$ cat src/verilog/pwl_pkg.sv
// Constants, types and command classification for the credential lock gate
package pwl_pkg;
   localparam logic [7:0] OFS_CMD = 8'h00;
   localparam logic [7:0] OFS_CRED = 8'h04;
   localparam logic [7:0] OFS_REV = 8'h08;
   localparam logic [7:0] OFS_STATUS = 8'h0C;
   localparam logic [7:0] OFS_IRQ_STAT = 8'h10;
   localparam logic [7:0] OFS_IRQ_MASK = 8'h14;
   localparam logic [7:0] OFS_WORD128 = 8'h18;
   localparam int CMD_USE_MASTER = 8;
   localparam int CMD_LEVEL_MAX = 9;
   localparam int CMD_SCT = 10;
   localparam int CMD_SCT_ACT_LSB = 12;
   localparam int W128_EXPIRY_BIT = 4;
   localparam int IRQ_DONE = 0;
   localparam int IRQ_ABORT = 1;
   localparam int IRQ_EXPIRY = 2;
   localparam logic [2:0] MAX_TRIES = 3'h5;
   localparam logic [15:0] REV_DEFAULT = 16'hFFFE;
   localparam logic [15:0] REV_MIN = 16'h0001;
   localparam logic [15:0] REV_MAX = 16'hFFFE;
   localparam logic [2:0] IRQ_MASK_RESET = 3'h0;
   localparam logic CRED_USER = 1'b0;
   localparam logic CRED_MASTER = 1'b1;
   // Security command opcodes
   localparam logic [7:0] OP_SET_CRED = 8'hF1;
   localparam logic [7:0] OP_UNLOCK = 8'hF2;
   localparam logic [7:0] OP_ERASE_PREP = 8'hF3;
   localparam logic [7:0] OP_ERASE_UNIT = 8'hF4;
   localparam logic [7:0] OP_FREEZE = 8'hF5;
   localparam logic [7:0] OP_DISABLE_CRED = 8'hF6;
   localparam logic [7:0] OP_SET_MAX = 8'hF9;
   // Transport-extension action codes
   localparam logic [3:0] SCT_READ_STATUS = 4'h0;
   localparam logic [3:0] SCT_LONG_RW = 4'h1;

   typedef enum logic [2:0] {
      MODE_LOCKED = 3'b001,
      MODE_UNLOCKED = 3'b010,
      MODE_FROZEN = 3'b100
   } pwl_mode_t;

   typedef enum logic [2:0] {
      ST_IDLE = 3'b001,
      ST_FETCH = 3'b010,
      ST_CHECK = 3'b100
   } pwl_state_t;

   // Commands refused while locked; everything not listed stays executable
   function automatic logic lockedAbort(input logic [7:0] op, input logic sct, input logic [3:0] act);
      logic hit;
      hit = 1'b0;
      if (sct) begin
         hit = (act != SCT_READ_STATUS);
      end else begin
         unique case (op)
            8'hC8, 8'h25, 8'h60, 8'hC4, 8'h29, 8'h20, 8'h24, 8'h2A, 8'h2B, 8'h40, 8'h42,
            8'hCA, 8'h35, 8'h3D, 8'h61, 8'hC5, 8'h39, 8'hCE, 8'h30, 8'h34, 8'h3A, 8'h3B,
            8'h45, 8'h3F, 8'hE7, 8'hEA, 8'h50, 8'h92, OP_SET_MAX, 8'h37, 8'h51, 8'hB1,
            OP_DISABLE_CRED, OP_FREEZE, OP_SET_CRED: hit = 1'b1;
            default: hit = 1'b0;
         endcase
      end
      return hit;
   endfunction

   // Commands refused while frozen
   function automatic logic frozenAbort(input logic [7:0] op, input logic sct);
      return !sct && (op == OP_DISABLE_CRED || op == OP_ERASE_PREP || op == OP_ERASE_UNIT ||
                      op == OP_SET_CRED || op == OP_UNLOCK);
   endfunction
endpackage
$ cat src/verilog/pwl_cred_mem.sv
// Two-entry credential store with registered read data
module pwl_cred_mem #(
   parameter int WIDTH = 32
) (
   // Clock and reset
   input wire logic ref_clk,
   input wire logic rst_n,
   // Write port
   input wire logic we,
   input wire logic waddr,
   input wire logic [WIDTH-1:0] wdata,
   // Read port
   input wire logic raddr,
   output logic [WIDTH-1:0] rdata
);
   // Array has no reset: it models retained storage
   logic [WIDTH-1:0] mem [0:1];

   always_ff @(posedge ref_clk) begin
      if (we) begin
         mem[waddr] <= wdata;
      end
   end

   always_ff @(posedge ref_clk or negedge rst_n) begin
      if (!rst_n) begin
         rdata <= '0;
      end else begin
         rdata <= mem[raddr];
      end
   end
endmodule

$ cat src/verilog/pwl_lock_gate.sv
// Credential lock and command gate with APB register access
// Contract
// - High level, armed: matching master credential on unlock leaves locked mode.
// - Maximum level: master unlock refused; only secure-erase with master unlocks, erasing data.
// - Storing master credential never arms locking; master only unlocks.
// - Report master revision code in word 92; valid 0001h-FFFEh, default FFFEh.
// - Setting user credential arms locking for next power-on or hard reset.
// - Armed at power-on: abort media access until unlock succeeds.
// - One shared mismatch counter for master and user comparison failures.
// - At five mismatches set expiry flag bit 4 word 128; abort unlock, erase.
// - Only power-on or hard reset clears mismatch counter and expiry flag.
// - Locked mode aborts media, flush, format, config, freeze, credential and most transport commands.
// - Locked mode still executes identify, diagnostics, buffers, seek, erase, unlock and others.
// - Frozen aborts disable, erase-prepare, secure-erase, set-credential, unlock; else as unlocked.
// - Long sector transport command always aborted; unlocked mode executes everything else.
// - Set-credential replaces default master credential while staying disarmed.
// - Frozen mode holds until power removal; no hard reset or command releases it.
// - Locked mode leaves only by successful unlock or secure-erase.
// - No user credential stored: unlocked mode directly after power-on.
//
// Decided for this implementation: the placing of the registers and the APB interface to the registers.
module pwl_lock_gate
   import pwl_pkg::*;
#(
   parameter int CRED_WIDTH = 32,
   parameter logic [31:0] DEFAULT_MASTER = 32'h0000_0000
) (
   // Clock and reset
   input wire logic ref_clk,
   input wire logic rst_n,
   // APB slave
   input wire logic psel,
   input wire logic penable,
   input wire logic pwrite,
   input wire logic [7:0] paddr,
   input wire logic [31:0] pwdata,
   output logic [31:0] prdata,
   output logic pready,
   output logic pslverr,
   // Retained settings sampled after power-on
   input wire logic nvUserSet,
   input wire logic nvLevelMax,
   // Hard reset request, one-cycle pulse
   input wire logic hardReset,
   // Command results and interrupt
   output logic cmdDone,
   output logic cmdAborted,
   output logic eraseStart,
   output logic irq
);
   typedef struct packed {
      pwl_mode_t mode;
      pwl_state_t fsm;
      logic booted;
      logic [7:0] op;
      logic useMaster;
      logic levelReq;
      logic sct;
      logic [3:0] sctAct;
      logic [31:0] cred;
      logic [15:0] revIn;
      logic [15:0] revision;
      logic armed;
      logic levelMax;
      logic masterValid;
      logic [2:0] mismatch;
      logic expired;
      logic prepared;
      logic lastAbort;
      logic [2:0] irqStat;
      logic [2:0] irqMask;
      logic [31:0] prdata;
      logic pready;
      logic pslverr;
      logic irq;
      logic done;
      logic aborted;
      logic erase;
   } pwl_regs_t;

   pwl_regs_t s;
   pwl_regs_t next_s;
   logic memWe;
   logic memWaddr;
   logic [CRED_WIDTH-1:0] memWdata;
   logic memRaddr;
   logic [CRED_WIDTH-1:0] memRdata;

   pwl_cred_mem #(
      .WIDTH(CRED_WIDTH)
   ) u_mem (
      .ref_clk(ref_clk),
      .rst_n(rst_n),
      .we(memWe),
      .waddr(memWaddr),
      .wdata(memWdata),
      .raddr(memRaddr),
      .rdata(memRdata)
   );

   always_comb begin
      logic access;
      logic prep;
      logic abort;
      logic credOk;
      logic miss;
      logic [2:0] setIrq;
      logic [2:0] clrIrq;
      logic [31:0] rd;
      logic hit;
      access = psel & penable & s.pready;
      prep = psel & penable & !s.pready;
      abort = 1'b0;
      miss = 1'b0;
      setIrq = 3'h0;
      clrIrq = 3'h0;
      rd = 32'h0000_0000;
      hit = 1'b1;
      if (s.useMaster && !s.masterValid) begin
         credOk = (s.cred[CRED_WIDTH-1:0] == DEFAULT_MASTER[CRED_WIDTH-1:0]);
      end else begin
         credOk = (memRdata == s.cred[CRED_WIDTH-1:0]);
      end
      next_s = s;
      next_s.done = 1'b0;
      next_s.aborted = 1'b0;
      next_s.erase = 1'b0;
      memWe = 1'b0;
      memWaddr = CRED_USER;
      memWdata = s.cred[CRED_WIDTH-1:0];
      // Store read is registered, so the compare waits for the check state
      memRaddr = s.useMaster;

      if (!s.booted) begin
         // Boot runs once, one edge after rst_n rises
         next_s.booted = 1'b1;
         next_s.armed = nvUserSet;
         next_s.levelMax = nvLevelMax;
         next_s.mode = nvUserSet ? MODE_LOCKED : MODE_UNLOCKED;
      end

      // Read data is staged one cycle ahead so prdata comes from a flop
      next_s.pready = prep;
      // Error flag stands only beside pready, never past the transfer
      next_s.pslverr = 1'b0;
      if (prep) begin
         unique case (paddr)
            OFS_CMD: rd = {16'h0000,
                           s.sctAct,
                           1'b0,
                           s.sct,
                           s.levelReq,
                           s.useMaster,
                           s.op};
            OFS_CRED: rd = s.cred;
            OFS_REV: rd = {16'h0000, s.revision};
            OFS_STATUS: rd = {s.revision,
                              4'h0,
                              s.masterValid,
                              s.lastAbort,
                              !s.fsm[0],
                              s.expired,
                              s.mismatch,
                              s.levelMax,
                              s.armed,
                              s.mode};
            OFS_IRQ_STAT: rd = {29'h0, s.irqStat};
            OFS_IRQ_MASK: rd = {29'h0, s.irqMask};
            OFS_WORD128: rd = {26'h0,
                               s.levelMax,
                               s.expired,
                               s.mode == MODE_FROZEN,
                               s.mode == MODE_LOCKED,
                               s.armed,
                               1'b1};
            default: hit = 1'b0;
         endcase
         next_s.prdata = rd;
         next_s.pslverr = !hit;
      end
      if (access && !pwrite && paddr == OFS_IRQ_STAT) begin
         // Clear only what was shown, so a later event survives
         clrIrq = s.prdata[2:0];
      end
      if (access && pwrite) begin
         unique case (paddr)
            OFS_CMD: begin
               // Commands while busy or before boot are dropped
               if (s.fsm == ST_IDLE && s.booted) begin
                  next_s.op = pwdata[7:0];
                  next_s.useMaster = pwdata[CMD_USE_MASTER];
                  next_s.levelReq = pwdata[CMD_LEVEL_MAX];
                  next_s.sct = pwdata[CMD_SCT];
                  next_s.sctAct = pwdata[CMD_SCT_ACT_LSB +: 4];
                  next_s.fsm = ST_FETCH;
               end
            end
            OFS_CRED: next_s.cred = pwdata;
            OFS_REV: next_s.revIn = pwdata[15:0];
            OFS_IRQ_MASK: next_s.irqMask = pwdata[2:0];
            default: ;
         endcase
      end

      unique case (s.fsm)
         ST_IDLE: ;
         ST_FETCH: next_s.fsm = ST_CHECK;
         ST_CHECK: begin
            next_s.fsm = ST_IDLE;
            if (s.sct && s.sctAct == SCT_LONG_RW) begin
               abort = 1'b1;
            end else if (s.mode == MODE_LOCKED && lockedAbort(s.op, s.sct, s.sctAct)) begin
               abort = 1'b1;
            end else if (s.mode == MODE_FROZEN && frozenAbort(s.op, s.sct)) begin
               abort = 1'b1;
            end else if (!s.sct) begin
               unique case (s.op)
                  OP_UNLOCK: begin
                     if (s.expired) begin
                        abort = 1'b1;
                     // master unlock refused at maximum level
                     end else if (s.useMaster && s.levelMax && s.armed) begin
                        abort = 1'b1;
                     end else if (credOk) begin
                        if (s.mode == MODE_LOCKED) begin
                           next_s.mode = MODE_UNLOCKED;
                        end
                     end else begin
                        abort = 1'b1;
                        miss = 1'b1;
                     end
                  end
                  OP_ERASE_UNIT: begin
                     if (s.expired || !s.prepared) begin
                        abort = 1'b1;
                     end else if (credOk) begin
                        next_s.erase = 1'b1;
                        next_s.mode = MODE_UNLOCKED;
                        next_s.armed = 1'b0;
                        next_s.levelMax = 1'b0;
                     end else begin
                        abort = 1'b1;
                        miss = 1'b1;
                     end
                  end
                  OP_SET_CRED: begin
                     memWe = 1'b1;
                     if (s.useMaster) begin
                        memWaddr = CRED_MASTER;
                        next_s.masterValid = 1'b1;
                        if (s.revIn >= REV_MIN && s.revIn <= REV_MAX) begin
                           next_s.revision = s.revIn;
                        end
                     end else begin
                        memWaddr = CRED_USER;
                        next_s.armed = 1'b1;
                        next_s.levelMax = s.levelReq;
                     end
                  end
                  OP_DISABLE_CRED: begin
                     if (credOk && !(s.useMaster && s.levelMax)) begin
                        next_s.armed = 1'b0;
                     end else begin
                        abort = 1'b1;
                        miss = !credOk;
                     end
                  end
                  OP_FREEZE: next_s.mode = MODE_FROZEN;
                  default: ;
               endcase
            end
            // nothing here ever lowers the counter
            if (miss && s.mismatch < MAX_TRIES) begin
               next_s.mismatch = s.mismatch + 3'h1;
               if (s.mismatch + 3'h1 == MAX_TRIES) begin
                  next_s.expired = 1'b1;
                  setIrq[IRQ_EXPIRY] = 1'b1;
               end
            end
            next_s.prepared = !s.sct && s.op == OP_ERASE_PREP && !abort;
            next_s.done = 1'b1;
            next_s.aborted = abort;
            next_s.lastAbort = abort;
            setIrq[IRQ_DONE] = 1'b1;
            setIrq[IRQ_ABORT] = abort;
         end
         default: next_s.fsm = ST_IDLE;
      endcase

      // hard reset clears counter and flag
      if (hardReset && s.booted) begin
         next_s.mismatch = 3'h0;
         next_s.expired = 1'b0;
         // An erase-prepare does not survive a hard reset
         next_s.prepared = 1'b0;
         if (s.mode != MODE_FROZEN) begin
            next_s.mode = next_s.armed ? MODE_LOCKED : MODE_UNLOCKED;
         end
      end

      // Set wins over read-clear
      next_s.irqStat = (s.irqStat & ~clrIrq) | setIrq;
      next_s.irq = |(next_s.irqStat & next_s.irqMask);
   end

   always_ff @(posedge ref_clk or negedge rst_n) begin
      if (!rst_n) begin
         s <= '{mode: MODE_UNLOCKED, fsm: ST_IDLE, revision: REV_DEFAULT, irqMask: IRQ_MASK_RESET,
                default: '0};
      end else begin
         s <= next_s;
      end
   end

   assign prdata = s.prdata;
   assign pready = s.pready;
   assign pslverr = s.pslverr;
   assign cmdDone = s.done;
   assign cmdAborted = s.aborted;
   assign eraseStart = s.erase;
   assign irq = s.irq;
endmodule

$ cat config.mk
export PLATFORM = sky130hd
export DESIGN_NAME = pwl_lock_gate
export DESIGN_NICKNAME = d
export VERILOG_FILES = /design/src/verilog/pwl_pkg.sv /design/src/verilog/pwl_cred_mem.sv /design/src/verilog/pwl_lock_gate.sv
export SDC_FILE = /design/constraint.sdc
export NUM_CORES = 1
export LEC_CHECK = 0
export ABC_AREA = 1
export CAP_MARGIN = 5
export CORE_MARGIN = 4
export CORE_UTILIZATION = 50
export CTS_BUF_LIST = sky130_fd_sc_hd__clkbuf_4 sky130_fd_sc_hd__clkbuf_8 sky130_fd_sc_hd__clkbuf_16
export DETAILED_ROUTE_END_ITERATION = 7
export DONT_BUFFER_PORTS = 1
export GPL_TIMING_DRIVEN = 1
export PLACE_DENSITY = 0.7
export SYNTH_ARGS = -nofsm -noshare
export SYNTH_HDL_FRONTEND = slang
export SYNTH_HIERARCHICAL = 1
export SYNTH_SLANG_ARGS = --single-unit
$ cat constraint.sdc
create_clock -name ref_clk -period 7.4 [get_ports ref_clk]
set_input_delay 0.37 -clock ref_clk [delete_from_list [all_inputs] [get_ports ref_clk]]
set_output_delay 0.37 -clock ref_clk [all_outputs]
set_load 0.01 [all_outputs]
==> run summary <==
Syn Inst Count - 1223
Worst Max-Slew Pin Slew - 1.12 ns
register area share after synthesis - 57.2%
initial antenna violation count - 0
critical path data arrival time - 2.91 ns
Peak VDD IR - 0.000167 V
CTS clk-pin slew, worst paths - 0.06 ns
sequential cell area - 6220 µm²
Hold Worst Slack - 0.0172 ns
fillcell total - 1889
nets - 1257
drt total wl - 28600 µm
Max-cap violations - 0
Initial DRC Count - 700
Clock Sinks - 235
Min-Delay Path Class - input pin to flip-flop
PortBufs - 0
post-synthesis net count - 1273
GRT Total Usage - 23.9%
Crit Path Max Fanout - 32
Area Growth Syn to Fin - 9.49%
routed vias/inst - 5.45
die height - 155 µm
placer congestion estimate - 0.934
# IOs - 86
Crit path required time - 7.56 ns
Post-synth EDFFs - 64
HPWL after detailed placement - 20400 µm
Synth Flop Type - dfrtp_1
Worst Skew - 0.00875 ns
Yosys reg bits - 235
die width - 155 µm
die area - 24200 µm²
Bufs on Longest Clock Path - 3
Final setup viols - 0
pin count of the biggest net entering global routing - 172
Slew Limit Fails - 0
vias in the first global route - 8120
post-synth cell types - 53
drt pass-1 iters - 5
latest clock arrival within the worst-skew pair - 0.52 ns
PostCTS Resize Cnt - 0
part of the cycle the worst path needs - 37.2%
Syn Std Cell Area - 10900 µm²
Avg Inst Size Synth - 8.89 µm²
Starting Density - 51.2%
Worst setup SP type - flip-flop
GR Overflow Total - 0
placed cells - 1439
LEAKAGE - 5.36 nW
CTS tree - done
status - completed
Pwr Density - 230 nW/µm²
Slew headroom - 25.0%
Worst setup EP type - flip-flop
TNS Setup - 0 ns
CTS root buf - clkbuf_16
Synth Warn # - 6
fraction of layout cells with a size suffix above 1 - 9.62%
core area - 21200 µm²
Multi-input gate area - 3570 µm²
Post-Layout Cell Count - 1501
first-pass GRT wire length - 45100 µm
RSZ-0062 raised after global routing - false
Via Count - 8173
critical path class - flip-flop to flip-flop
antenna-violating nets left - 0
ys async rst share - 72.8%
DRC Markers - 0
min Tclk post-route - 2.76 ns
Rows - 53
Fmax - 363 MHz
H-tree levels - 1
CTS Buf Count - 26
final count of hold timing violations - 0
DR WL/cell - 19.0 µm
ANT cells - 0
-- state kept, by name, summed over array words and instances, names as in the netlist --
name         flops
memRaddr         1
pready           1
cmdDone          1
irq              1
u_mem/rdata     32
cmdAborted       1
eraseStart       1
prdata          32
memWdata        32
u_mem/mem       64
pslverr          1
s               68
-- cell usage in the layout (no fill, tap or decap), types with 3 or more instances in the layout --
cell type	n
a211oi_1	3
a21oi_1	27
a221oi_1	7
buf_4	6
bufinv_16	4
clkbuf_16	27
clkbuf_4	7
clkinv_1	4
clkinv_2	5
dfrtp_1	154
dfstp_2	17
dlygate4sd3_1	14
edfxtp_1	64
inv_1	161
inv_2	8
nand2_1	358
nand2_2	18
nand3_1	19
nand4_1	25
nor2_1	78
nor2_2	5
nor2_4	4
nor3_1	10
nor4_1	4
o211ai_1	3
o21ai_0	100
o21ai_1	23
o22ai_1	28
xnor2_1	7
xor2_1	4
-- routing by layer --
metal  vias up  part of all wire [%]  global-route usage [%]
li1       3888                     -                       -
met1      3916                    41                    32.1
met2       305                    47                    37.5
met3        64                   7.9                    5.56
met4         0                   4.1                    9.71
met5         -                     0                       0
-- worst max-delay path, stage by stage, from the launching register on --
cell     delay, ns
dfrtp_1       0.42
inv_1         0.24
nor2_4        0.09
inv_1         0.09
nor2_1        0.04
o21ai_0       0.16
nand2_1       0.08
nor2_1        0.12
nand3_2       0.09
nand2_1       0.16
nand3_4       0.15
nor2_1        0.21
nand2_1       0.08
inv_1         0.05
buf_4         0.39
-- logic make-up after synthesis --
| logic type | synth area share (%) |
|---|---|
| buf+inv | 10.1 |
| other cells | 0.0345 |
| fa+ha+maj | 0.230 |
| flops | 57.2 |
| simple gates | 21.1 |
| xor+xnor | 0.886 |
| compound gates | 10.5 |
-- stage by stage --
| stage | total power [mW] | cell area, µm² | utilization [%] | worst slack (ns) |
|---|---|---|---|---|
| after global routing | 2.83 | 11900 | 56.1 | 4.46 |
| after detailed placement | 1.41 | 10800 | 51.1 | 4.65 |
| after CTS | 2.76 | 11900 | 56.1 | 4.64 |
| after floorplan | 1.39 | 10900 | - | 4.07 |
| after global placement | 1.41 | 10800 | 51.1 | 4.69 |
| final | 2.74 | 11900 | 56.1 | 4.64 |
-- layout make-up --
type / count / share of cell area [%]
sequential: 235 / 52.3
timing repair buffer: 21 / 1.79
clock buffer: 34 / 6.12
tap: 275 / 2.89
inverter: 172 / 5.49
multi-input combinational: 751 / 30.0
clock inverter: 13 / 1.41
-- synthesized netlist by cell type, types with 2 or more instances --
library cell	n	area share, %
a211oi_1	3	0.21
a21oi_1	27	1.2
a221oi_1	7	0.56
a22o_1	2	0.16
buf_2	6	0.28
buf_4	32	2.2
buf_6	3	0.31
clkbuf_1	19	0.66
clkbuf_8	3	0.38
clkinv_1	2	0.069
dfrtp_1	154	35
dfstp_2	17	4.1
edfxtp_1	64	18
ha_1	2	0.23
inv_1	161	5.6
inv_2	8	0.28
nand2_1	359	12
nand2_2	17	0.98
nand3_1	19	0.87
nand3_2	2	0.18
nand4_1	25	1.4
nor2_1	79	2.7
nor2_2	4	0.23
nor2_4	4	0.41
nor3_1	11	0.51
nor4_1	4	0.23
nor4_2	2	0.23
o211ai_1	3	0.21
o21ai_0	100	4.6
o21ai_1	23	1.1
o221ai_1	2	0.16
o22ai_1	28	1.6
o31ai_1	2	0.14
xnor2_1	7	0.56
xor2_1	4	0.32
-- where the power goes --
group	internal [mW]	leakage (nW)	switching [mW]
registers	1.34	2.73	0.00661
logic	0.0168	2.18	0.0504
clock network	0.831	0.444	0.503
-- worst paths after layout --
path | end | start | slack, ns | cells after the start
worst max-delay path | u_mem/mem[1][24] | s[126] | 4.64 | 14
min in group asynchronous | u_mem/rdata[28] | rst_n | 0.51 | 2
worst max register to register | u_mem/mem[1][24] | s[126] | 4.64 | 14
max in group asynchronous | s[38] | rst_n | 6.19 | 2
worst min register to register | u_mem/rdata[21] | u_mem/mem[0][21] | 0.44 | 2
worst min-delay path | s[38] | pwdata[0] | 0.02 | 2
-- what timing repair did --
item                                   CTS  global route
setup buffers                            0             0
endpoints found under the hold margin  184             0
hold buffers                            15             0
No activity file was read; power rests on OpenSTA's default activity.
